--- src/shared/frpe_pkg.sv ---
// Package of constants and types for the flash row programmer and ECC unit
package frpe_pkg;

  // ---------------------------------------------------------------------------
  // Register port
  // ---------------------------------------------------------------------------
  localparam int          ADDR_W            = 8;
  localparam int          DATA_W            = 16;
  localparam logic [7:0]  REG_CTRL          = 8'h00;
  localparam logic [7:0]  REG_SRC_LO        = 8'h02;
  localparam logic [7:0]  REG_SRC_HI        = 8'h04;
  localparam logic [7:0]  REG_DST_LO        = 8'h06;
  localparam logic [7:0]  REG_DST_HI        = 8'h08;
  localparam logic [7:0]  REG_IRQ_FLAG0     = 8'h0A;
  localparam logic [7:0]  REG_IRQ_EN0       = 8'h0C;
  localparam logic [7:0]  REG_IRQ_CTRL4     = 8'h0E;
  localparam logic [7:0]  REG_ECC_STAT_LO   = 8'h10;
  localparam logic [7:0]  REG_ECC_STAT_HI   = 8'h12;

  // ---------------------------------------------------------------------------
  // Field positions
  // ---------------------------------------------------------------------------
  localparam int          CTRL_FORMAT_BIT   = 9;
  localparam int          CTRL_START_BIT    = 15;
  localparam int          CTRL_DONE_BIT     = 14;
  localparam int          FLAG_CE_BIT       = 13;
  localparam int          EN_CE_BIT         = 13;
  localparam int          CTRL4_UE_BIT      = 1;
  localparam int          STAT_EXP_DBL_BIT  = 8;
  localparam int          STAT_ACT_DBL_BIT  = 9;

  // ---------------------------------------------------------------------------
  // Reset values and row geometry
  // ---------------------------------------------------------------------------
  localparam logic [15:0] REG16_RST         = 16'h0000;
  localparam logic [23:0] ADDR24_RST        = 24'h000000;
  localparam logic [7:0]  FIELD8_RST        = 8'h00;
  localparam int          ROW_INSTR         = 128;
  localparam int          ROW_PAIRS         = ROW_INSTR / 2;
  localparam logic [5:0]  LAST_PAIR         = 6'(ROW_PAIRS - 1);
  localparam logic [23:0] RAM_STEP          = 24'h000002;
  localparam logic [23:0] FLASH_STEP        = 24'h000004;
  localparam logic [1:0]  LAST_WORD_PLAIN   = 2'h3;
  localparam logic [1:0]  LAST_WORD_PACKED  = 2'h2;

  // ---------------------------------------------------------------------------
  // Types
  // ---------------------------------------------------------------------------
  typedef struct packed {
    logic        dbl_par;
    logic [5:0]  check;
    logic [47:0] data;
  } frpe_codeword_s;

  typedef enum logic [2:0] {
    SEQ_IDLE  = 3'b000,
    SEQ_FETCH = 3'b001,
    SEQ_ISSUE = 3'b010,
    SEQ_CAP   = 3'b011,
    SEQ_PROG  = 3'b100,
    SEQ_WAIT  = 3'b101,
    SEQ_DONE  = 3'b110
  } frpe_seq_e;

endpackage : frpe_pkg

--- src/frpe_top.sv ---
// Flash row programming sequencer and always-on SEC-DED program memory code
//
// What this block does
// - Fetch two instructions, program at destination
// - Advance both addresses until row done
// - Control bit 9 selects compressed layout
// - Compressed: second MSB from word upper byte
// - Completion pulse after each row program
// - Error correction always on, no disable
// - Seven-bit Hamming parity per instruction pair
// - 48 data plus 7 parity, parity not in read data
// - Recompute parity on read, compare stored
// - Single-bit error corrected in read data
// - Double-bit error returns data unchanged
// - Single error sets flag 13, gated irq
// - Status low: expected and actual parity
// - Status high low byte gives syndrome
// - No error: status keeps last error's values
// - Double error: hard trap, source bit 1
// - No handler installed: also device reset
// - Status high holds both double parity bits
`timescale 1ns/1ps

module frpe_top (
  input  wire logic                    core_clk_i,
  input  wire logic                    reset_i,
  input  wire logic [7:0]              reg_addr_i,
  input  wire logic [15:0]             reg_wdata_i,
  input  wire logic                    reg_wr_i,
  input  wire logic                    reg_rd_i,
  output logic      [15:0]             reg_rdata_o,
  output logic                         ram_rd_o,
  output logic      [23:0]             ram_addr_o,
  input  wire logic [15:0]             ram_rdata_i,
  output logic                         flash_wr_o,
  output logic      [23:0]             flash_addr_o,
  output frpe_pkg::frpe_codeword_s     flash_wdata_o,
  input  wire logic                    flash_done_i,
  input  wire logic                    fetch_valid_i,
  input  wire frpe_pkg::frpe_codeword_s fetch_word_i,
  output logic                         fetch_valid_o,
  output logic      [47:0]             fetch_data_o,
  output logic                         busy_o,
  output logic                         flash_done_irq_o,
  output logic                         ecc_irq_o,
  output logic                         hard_trap_o,
  input  wire logic                    trap_handler_present_i,
  output logic                         device_reset_o
);
  import frpe_pkg::*;

  // ---------------------------------------------------------------------------
  // Code helpers
  // ---------------------------------------------------------------------------
  // Check bits of a Hamming code with data at non power-of-two positions
  function automatic logic [5:0] ecc_parity(input logic [47:0] data);
    logic [5:0] par;
    logic [6:0] pos;
    par = 6'h00;
    pos = 7'h03;
    for (int i = 0; i < 48; i++) begin
      if ((pos & (pos - 7'h01)) == 7'h00) begin
        pos = pos + 7'h01;
      end
      if (data[i]) begin
        par = par ^ pos[5:0];
      end
      pos = pos + 7'h01;
    end
    return par;
  endfunction : ecc_parity

  // Flip the data bit that the syndrome points at, if any
  function automatic logic [47:0] ecc_flip(input logic [47:0] data, input logic [5:0] syn);
    logic [47:0] res;
    logic [6:0]  pos;
    res = data;
    pos = 7'h03;
    for (int i = 0; i < 48; i++) begin
      if ((pos & (pos - 7'h01)) == 7'h00) begin
        pos = pos + 7'h01;
      end
      if (pos[5:0] == syn) begin
        res[i] = ~data[i];
      end
      pos = pos + 7'h01;
    end
    return res;
  endfunction : ecc_flip

  // ---------------------------------------------------------------------------
  // State
  // ---------------------------------------------------------------------------
  frpe_seq_e       seq_q,        seq_d;
  logic [15:0]     word_q [4];
  logic [15:0]     word_d [4];
  logic [1:0]      widx_q,       widx_d;
  logic [5:0]      pair_q,       pair_d;
  logic [23:0]     src_q,        src_d;
  logic [23:0]     dst_q,        dst_d;
  logic            packed_q,     packed_d;
  logic            ram_rd_q,     ram_rd_d;
  logic            flash_wr_q,   flash_wr_d;
  frpe_codeword_s  wdata_q,      wdata_d;
  logic            done_irq_q,   done_irq_d;
  logic            done_flag_q,  done_flag_d;
  logic            ce_flag_q,    ce_flag_d;
  logic            ce_en_q,      ce_en_d;
  logic            ue_flag_q,    ue_flag_d;
  logic [7:0]      exp_sec_q,    exp_sec_d;
  logic [7:0]      act_sec_q,    act_sec_d;
  logic [7:0]      synd_q,       synd_d;
  logic            exp_dbl_q,    exp_dbl_d;
  logic            act_dbl_q,    act_dbl_d;
  logic            fvalid_q,     fvalid_d;
  logic [47:0]     fdata_q,      fdata_d;
  logic            irq_q,        irq_d;
  logic            trap_q,       trap_d;
  logic            dev_rst_q,    dev_rst_d;
  logic [15:0]     rdata_q,      rdata_d;
  logic            busy_q,       busy_d;

  logic [23:0]     instr_lo;
  logic [23:0]     instr_hi;
  logic            start_req;
  logic [5:0]      rd_par;
  logic [5:0]      rd_syn;
  logic            rd_ovr;
  logic            rd_single;
  logic            rd_double;

  // ---------------------------------------------------------------------------
  // Row sequencer
  // ---------------------------------------------------------------------------
  assign start_req = reg_wr_i && (reg_addr_i == REG_CTRL) && reg_wdata_i[CTRL_START_BIT];

  assign instr_lo = {word_q[1][7:0], word_q[0]};
  assign instr_hi = packed_q ? {word_q[1][15:8], word_q[2]} : {word_q[3][7:0], word_q[2]};

  always_comb begin
    seq_d      = seq_q;
    word_d     = word_q;
    widx_d     = widx_q;
    pair_d     = pair_q;
    src_d      = src_q;
    dst_d      = dst_q;
    packed_d   = packed_q;
    ram_rd_d   = 1'b0;
    flash_wr_d = 1'b0;
    wdata_d    = wdata_q;
    done_irq_d = 1'b0;
    done_flag_d = done_flag_q;
    if (seq_q == SEQ_IDLE && reg_wr_i) begin
      if (reg_addr_i == REG_SRC_LO) begin
        src_d[15:0] = reg_wdata_i;
      end else if (reg_addr_i == REG_SRC_HI) begin
        src_d[23:16] = reg_wdata_i[7:0];
      end else if (reg_addr_i == REG_DST_LO) begin
        dst_d[15:0] = reg_wdata_i;
      end else if (reg_addr_i == REG_DST_HI) begin
        dst_d[23:16] = reg_wdata_i[7:0];
      end else if (reg_addr_i == REG_CTRL) begin
        packed_d    = reg_wdata_i[CTRL_FORMAT_BIT];
        done_flag_d = done_flag_q & ~reg_wdata_i[CTRL_DONE_BIT];
      end
    end
    case (seq_q)
      SEQ_IDLE: begin
        if (start_req) begin
          seq_d       = SEQ_FETCH;
          pair_d      = 6'h00;
          widx_d      = 2'h0;
          done_flag_d = 1'b0;
        end
      end
      SEQ_FETCH: begin
        ram_rd_d = 1'b1;
        seq_d    = SEQ_ISSUE;
      end
      SEQ_ISSUE: begin
        seq_d = SEQ_CAP;
      end
      SEQ_CAP: begin
        word_d[widx_q] = ram_rdata_i;
        src_d          = src_q + RAM_STEP;
        widx_d         = widx_q + 2'h1;
        if (widx_q == (packed_q ? LAST_WORD_PACKED : LAST_WORD_PLAIN)) begin
          seq_d = SEQ_PROG;
        end else begin
          seq_d = SEQ_FETCH;
        end
      end
      SEQ_PROG: begin
        wdata_d.data    = {instr_hi, instr_lo};
        wdata_d.check   = ecc_parity({instr_hi, instr_lo});
        wdata_d.dbl_par = ^{instr_hi, instr_lo, ecc_parity({instr_hi, instr_lo})};
        flash_wr_d      = 1'b1;
        seq_d           = SEQ_WAIT;
      end
      SEQ_WAIT: begin
        if (flash_done_i) begin
          dst_d  = dst_q + FLASH_STEP;
          widx_d = 2'h0;
          pair_d = pair_q + 6'h01;
          if (pair_q == LAST_PAIR) begin
            seq_d = SEQ_DONE;
          end else begin
            seq_d = SEQ_FETCH;
          end
        end
      end
      SEQ_DONE: begin
        done_irq_d  = 1'b1;
        done_flag_d = 1'b1;
        seq_d       = SEQ_IDLE;
      end
      default: begin
        seq_d = SEQ_IDLE;
      end
    endcase
    busy_d = (seq_d != SEQ_IDLE);
  end

  always_ff @(posedge core_clk_i) begin
    if (reset_i) begin
      seq_q       <= SEQ_IDLE;
      for (int i = 0; i < 4; i++) begin
        word_q[i] <= REG16_RST;
      end
      widx_q      <= 2'h0;
      pair_q      <= 6'h00;
      src_q       <= ADDR24_RST;
      dst_q       <= ADDR24_RST;
      packed_q    <= 1'b0;
      ram_rd_q    <= 1'b0;
      flash_wr_q  <= 1'b0;
      wdata_q     <= '0;
      done_irq_q  <= 1'b0;
      done_flag_q <= 1'b0;
      busy_q      <= 1'b0;
    end else begin
      seq_q       <= seq_d;
      word_q      <= word_d;
      widx_q      <= widx_d;
      pair_q      <= pair_d;
      src_q       <= src_d;
      dst_q       <= dst_d;
      packed_q    <= packed_d;
      ram_rd_q    <= ram_rd_d;
      flash_wr_q  <= flash_wr_d;
      wdata_q     <= wdata_d;
      done_irq_q  <= done_irq_d;
      done_flag_q <= done_flag_d;
      busy_q      <= busy_d;
    end
  end

  // ---------------------------------------------------------------------------
  // Read-path check and correction, status and flag registers
  // ---------------------------------------------------------------------------
  always_comb begin
    rd_par    = ecc_parity(fetch_word_i.data);
    rd_syn    = rd_par ^ fetch_word_i.check;
    rd_ovr    = ^{fetch_word_i.data, fetch_word_i.check, fetch_word_i.dbl_par};
    rd_single = fetch_valid_i && rd_ovr;
    rd_double = fetch_valid_i && !rd_ovr && (rd_syn != 6'h00);
  end

  always_comb begin
    fvalid_d  = fetch_valid_i;
    fdata_d   = fdata_q;
    exp_sec_d = exp_sec_q;
    act_sec_d = act_sec_q;
    synd_d    = synd_q;
    exp_dbl_d = exp_dbl_q;
    act_dbl_d = act_dbl_q;
    ce_en_d   = ce_en_q;
    ce_flag_d = ce_flag_q;
    ue_flag_d = ue_flag_q;
    trap_d    = 1'b0;
    dev_rst_d = 1'b0;
    if (reg_wr_i && reg_addr_i == REG_IRQ_EN0) begin
      ce_en_d = reg_wdata_i[EN_CE_BIT];
    end else if (reg_wr_i && reg_addr_i == REG_IRQ_FLAG0) begin
      ce_flag_d = ce_flag_q & ~reg_wdata_i[FLAG_CE_BIT];
    end else if (reg_wr_i && reg_addr_i == REG_IRQ_CTRL4) begin
      ue_flag_d = ue_flag_q & ~reg_wdata_i[CTRL4_UE_BIT];
    end
    if (fetch_valid_i) begin
      if (rd_single) begin
        fdata_d = ecc_flip(fetch_word_i.data, rd_syn);
      end else begin
        fdata_d = fetch_word_i.data;
      end
    end
    if (rd_single || rd_double) begin
      exp_sec_d = {2'b00, rd_par};
      act_sec_d = {2'b00, fetch_word_i.check};
      synd_d    = {2'b00, rd_syn};
      exp_dbl_d = ^{fetch_word_i.data, rd_par};
      act_dbl_d = fetch_word_i.dbl_par;
    end
    if (rd_single) begin
      ce_flag_d = 1'b1;
    end
    if (rd_double) begin
      ue_flag_d = 1'b1;
      trap_d    = 1'b1;
      dev_rst_d = !trap_handler_present_i;
    end
    irq_d = ce_flag_d && ce_en_d;
  end

  // Register read mux; stored check bits appear only in ECC status
  always_comb begin
    rdata_d = REG16_RST;
    if (reg_rd_i) begin
      if (reg_addr_i == REG_CTRL) begin
        rdata_d[CTRL_FORMAT_BIT] = packed_q;
        rdata_d[CTRL_START_BIT]  = (seq_q != SEQ_IDLE);
        rdata_d[CTRL_DONE_BIT]   = done_flag_q;
      end else if (reg_addr_i == REG_SRC_LO) begin
        rdata_d = src_q[15:0];
      end else if (reg_addr_i == REG_SRC_HI) begin
        rdata_d = {FIELD8_RST, src_q[23:16]};
      end else if (reg_addr_i == REG_DST_LO) begin
        rdata_d = dst_q[15:0];
      end else if (reg_addr_i == REG_DST_HI) begin
        rdata_d = {FIELD8_RST, dst_q[23:16]};
      end else if (reg_addr_i == REG_IRQ_FLAG0) begin
        rdata_d[FLAG_CE_BIT] = ce_flag_q;
      end else if (reg_addr_i == REG_IRQ_EN0) begin
        rdata_d[EN_CE_BIT] = ce_en_q;
      end else if (reg_addr_i == REG_IRQ_CTRL4) begin
        rdata_d[CTRL4_UE_BIT] = ue_flag_q;
      end else if (reg_addr_i == REG_ECC_STAT_LO) begin
        rdata_d = {act_sec_q, exp_sec_q};
      end else if (reg_addr_i == REG_ECC_STAT_HI) begin
        rdata_d[7:0]              = synd_q;
        rdata_d[STAT_EXP_DBL_BIT] = exp_dbl_q;
        rdata_d[STAT_ACT_DBL_BIT] = act_dbl_q;
      end
    end
  end

  always_ff @(posedge core_clk_i) begin
    if (reset_i) begin
      fvalid_q  <= 1'b0;
      fdata_q   <= '0;
      exp_sec_q <= FIELD8_RST;
      act_sec_q <= FIELD8_RST;
      synd_q    <= FIELD8_RST;
      exp_dbl_q <= 1'b0;
      act_dbl_q <= 1'b0;
      ce_en_q   <= 1'b0;
      ce_flag_q <= 1'b0;
      ue_flag_q <= 1'b0;
      trap_q    <= 1'b0;
      dev_rst_q <= 1'b0;
      irq_q     <= 1'b0;
      rdata_q   <= REG16_RST;
    end else begin
      fvalid_q  <= fvalid_d;
      fdata_q   <= fdata_d;
      exp_sec_q <= exp_sec_d;
      act_sec_q <= act_sec_d;
      synd_q    <= synd_d;
      exp_dbl_q <= exp_dbl_d;
      act_dbl_q <= act_dbl_d;
      ce_en_q   <= ce_en_d;
      ce_flag_q <= ce_flag_d;
      ue_flag_q <= ue_flag_d;
      trap_q    <= trap_d;
      dev_rst_q <= dev_rst_d;
      irq_q     <= irq_d;
      rdata_q   <= rdata_d;
    end
  end

  // ---------------------------------------------------------------------------
  // Outputs
  // ---------------------------------------------------------------------------
  assign reg_rdata_o      = rdata_q;
  assign ram_rd_o         = ram_rd_q;
  assign ram_addr_o       = src_q;
  assign flash_wr_o       = flash_wr_q;
  assign flash_addr_o     = dst_q;
  assign flash_wdata_o    = wdata_q;
  assign fetch_valid_o    = fvalid_q;
  assign fetch_data_o     = fdata_q;
  assign busy_o           = busy_q;
  assign flash_done_irq_o = done_irq_q;
  assign ecc_irq_o        = irq_q;
  assign hard_trap_o      = trap_q;
  assign device_reset_o   = dev_rst_q;

endmodule : frpe_top

--- config.mk ---
export PLATFORM = sky130hd
export DESIGN_NAME = frpe_top
export DESIGN_NICKNAME = d
export VERILOG_FILES = /design/src/shared/frpe_pkg.sv /design/src/frpe_top.sv
export SDC_FILE = /design/constraint.sdc
export NUM_CORES = 1
export LEC_CHECK = 0
export ABC_AREA = 1
export BUFFER_PORTS_ARGS = -buffer_cell sky130_fd_sc_hd__clkbuf_2
export CORE_ASPECT_RATIO = 1.5
export CORE_MARGIN = 8
export CORE_UTILIZATION = 45
export CTS_CLUSTER_DIAMETER = 200
export DETAILED_ROUTE_END_ITERATION = 7
export PLACE_DENSITY_LB_ADDON = 0.3
export SETUP_SLACK_MARGIN = 0.05
export SLEW_MARGIN = 10
export SYNTH_ARGS = -nofsm -noshare
export SYNTH_HDL_FRONTEND = slang
export SYNTH_SLANG_ARGS = --single-unit
--- constraint.sdc ---
create_clock -name core_clk_i -period 5.7 [get_ports core_clk_i]
set_input_delay 0 -clock core_clk_i [delete_from_list [all_inputs] [get_ports core_clk_i]]
set_output_delay 0 -clock core_clk_i [all_outputs]
set_load 0.1 [all_outputs]
==> impl_metrics.py <==
metrics = {
    "status": {
        "outcome": "finished, final reports clean",
    },
    "setup_path": {
        "crit_slowest_cell": "nor2_2",
        "crit_type": "in -> reg",
        "max_stage_delay_ns": 0.92,
        "crit_fanout": 30,
        "path_common_cell": "nand2_1",
        "path_cells": "dlygate4sd3_1 > clkbuf_2 > xnor2_1 > xnor2_1 > nand2_1 > nand2_1 > nand2_1 > nand2_1 > nand2_1 > nand2_1 > nand2_1 > nand2_1 > nand2_1 > nor2_2 > nand3b_1 > nand2_1 > inv_1 > a21oi_1 > dlygate4sd3_1",
        "crit_arrival_ns": 4.29,
        "required_ns": 6.21,
        "end_kind": "flop",
        "critPathLaunchType": "primary input",
    },
    "timing": {
        "tightestPinTransition_ns": 1.171,
        "fin_worst_skew_ns": 0.01353,
        "setup_ws_ns": 1.920,
        "setup_viol": 0,
        "rsz0062_at_grt": "no",
        "fmax_mhz": 264.6,
        "slew_viol_final": 0,
        "finalHoldViolCount": 0,
        "fin_setup_tns_ns": 0,
        "min_period_ns": 3.780,
        "period_share_pct": 66.31,
        "slew_headroom_pct": 21.85,
    },
    "pwr": {
        "power.density_mw_per_mm2": 255.0,
        "p_total_mw": 5.200,
        "vdd_drop_max_v": 0.0002017,
        "p_leak_nw": 9.882,
    },
    "synthesis": {
        "yosys-top-cells-count": "nand2_1, inv_1, dfxtp_1, nor2_1, nand3_1",
        "synth_xor_area_share_pct": 8.321,
        "synth_edf_count": 0,
        "synth.cell_area_mm2": 0.01686,
        "syn_avg_cell_area_um2": 6.188,
        "yosysSeqAreaShare_pct": 31.71,
        "synth_fp_nets": 2833,
        "yosys.area_share.simple_pct": 35.10,
        "synth_cell_types": 51,
        "synth_flop_cell": "dfxtp_1",
        "synth.area.top_cells": "dfxtp_1, nand2_1, inv_1",
        "synth_fa_ha_area_share_pct": 0.5196,
        "yosysWarnings": 0,
        "async_flop_share_pct": 0,
        "synth_seq_cells": 267,
        "synth_top_family_by_area": "simple AND/OR/NAND/NOR gates",
        "synth_mux_area_share_pct": 0.05938,
        "synth_compound_area_share_pct": 14.27,
        "yosysTopAreaCell": "dfxtp_1",
        "synth_cells": 2724,
        "synth_top_area_share_pct": 31.71,
        "synth_most_common_cell": "nand2_1",
    },
    "global_routing": {
        "met2_usage_pct": 54.06,
        "busiest_layer": "met2",
        "met1_usage_pct": 30.08,
        "grt_pass1_wl_um": 101500,
        "grt_use_met3_pct": 4.148,
        "grt_use_total_pct": 29.24,
        "grt_antenna_before_repair": 1,
        "grt_overflow": 0,
        "grt_pass1_vias": 18190,
        "grt_max_degree": 91,
    },
    "cts": {
        "cts.repair_timing.setup_buffer_count": 0,
        "clk_latency_ns": 0.56,
        "clkSlewWorstSetupHoldPaths_ns": 0.06,
        "clockBufferDepth": 3,
        "root_buffer": "clkbuf_16",
        "h-tree-depth": 1,
        "cts_tree": "done",
        "cts_made_buffers": 28,
        "cts_resized": 0,
        "holdBufCountCts": 102,
        "clkSinkCount": 267,
    },
    "floorplan": {
        "initial_core_util_pct": 45.28,
        "die_h_um": 253.0,
        "fp-row-count": 87,
        "core_mm2": 0.03723,
        "dieArea_mm2": 0.04404,
        "fp.dieW_um": 174.0,
        "ios": 277,
    },
    "job": {
        "drv_cap": 0,
    },
    "cells_and_area": {
        "nets": 3134,
        "final_cells": 3533,
        "syn_to_final_growth_pct": 20.97,
        "final_layout_size_suffix_gt1_share_pct": 12.78,
    },
    "placed_design": {
        "place_inst": 3382,
        "place_hpwl_um": 51870,
        "portBuffers": 276,
        "dp_slack_ns": 2.373,
        "place.gp.congestion": 0.9800,
    },
    "detailed_routing": {
        "routed_via_density": 5.359,
        "drt-total-wl_um": 66990,
        "drc": 0,
        "antenna_left": 0,
        "dr_total_vias": 18930,
        "dr.pass1.iters": 5,
        "routedWlPerCell_um": 18.96,
        "drtIter0Drc": 1407,
    },
    "worst_hold_path": {
        "hold_class": "in -> reg",
    },
}
critical path: cells and delay by family:
family                 cells  cell delay (ns)
buffers and inverters      4             1.33
AO/OA/AOI/OAI              1             0.12
XOR/XNOR                   2             0.82
AND/OR/NAND/NOR           12             1.98
area by class of cell:
class / instances / area (um2)
antenna: 1 / 2.502
clock buffer: 42 / 843.3
clock inverter: 6 / 72.57
fill: 3709 / 16840
inverter: 317 / 1192
multi-input combinational: 2023 / 9843
sequential: 267 / 5345
tap: 489 / 611.8
timing repair buffer: 388 / 2480
metal layers:
| layer | share of wire (%) | up-vias |
|---|---|---|
| li1 | - | 9287 |
| met1 | 36 | 8610 |
| met2 | 50 | 793 |
| met3 | 5.9 | 243 |
| met4 | 7.7 | 0 |
| met5 | 0 | - |
layout by cell type (no fill, tap or decap), types with 4 or more instances in the layout:
master,n
a211oi_1,11
nand2_1,888
o21ai_0,173
clkbuf_2,274
nor3_1,20
o22ai_1,5
nor2_1,223
dlygate4sd3_1,102
clkbuf_1,5
ha_1,7
or2_2,6
xor2_1,75
a22oi_1,5
nand4_1,13
clkbuf_16,28
a221oi_1,20
nor2_4,4
nand2_2,11
nor2_2,15
inv_2,10
clkbuf_8,9
a31oi_1,29
o211ai_1,11
nand3_1,205
dfxtp_1,267
inv_1,304
a21oi_1,166
nand3b_1,24
buf_4,11
xnor2_1,74
registers in the layout, summed over array words and instances, names as in the netlist, 2 cells and up:
signal / flops
synd_q: 6
reg_rdata_o: 16
ram_addr_o: 24
pair_q: 6
exp_sec_q: 6
seq_q: 3
instr_lo: 24
flash_wdata_o: 55
act_sec_q: 6
word_q: 32
fetch_data_o: 48
flash_addr_o: 24
widx_q: 2
through the flow:
| step | area [um2] | utilization, % | hold WS (ns) |
|---|---|---|---|
| 2_1_floorplan | 16860 | - | 0.07238 |
| 3_3_place_gp | 18450 | 49.56 | 0.1591 |
| 3_5_place_dp | 18450 | 49.56 | 0.1659 |
| 4_1_cts | 20390 | 54.77 | 0.009148 |
| 5_1_grt | 20390 | 54.77 | 0.08426 |
| 6_report | 20390 | 54.77 | 0.04144 |
final timing paths:
path                                               from                             end  slack [ns]  cells after the start
worst max-delay path                    fetch_word_i[6]   fetch_data_o[18]$_SDFFE_PP0P_        1.92                     19
worst min register to register  word_q[43]$_SDFFE_PP0P_         word_q[43]$_SDFFE_PP0P_        0.47                      2
worst min-delay path                      reg_addr_i[2]          ue_flag_q$_SDFFE_PP0P_        0.04                      6
worst max register to register    packed_q$_SDFFE_PP0P_  flash_wdata_o[54]$_SDFFE_PP0P_        2.35                     19
cell families after synthesis:
family	after synthesis
AO/OA/AOI/OAI	434
AND/OR/NAND/NOR	1426
multiplexers	1
flip-flops	267
XOR/XNOR	155
adder cells (fa/ha/maj)	7
buffers and inverters	434
where the power goes:
group	total, mW	internal (mW)	switching, mW
Combinational	1.39	0.383	1.01
Clock	1.86	1.06	0.795
Sequential	1.95	1.92	0.0295
No activity file was read; power rests on OpenSTA's default activity.
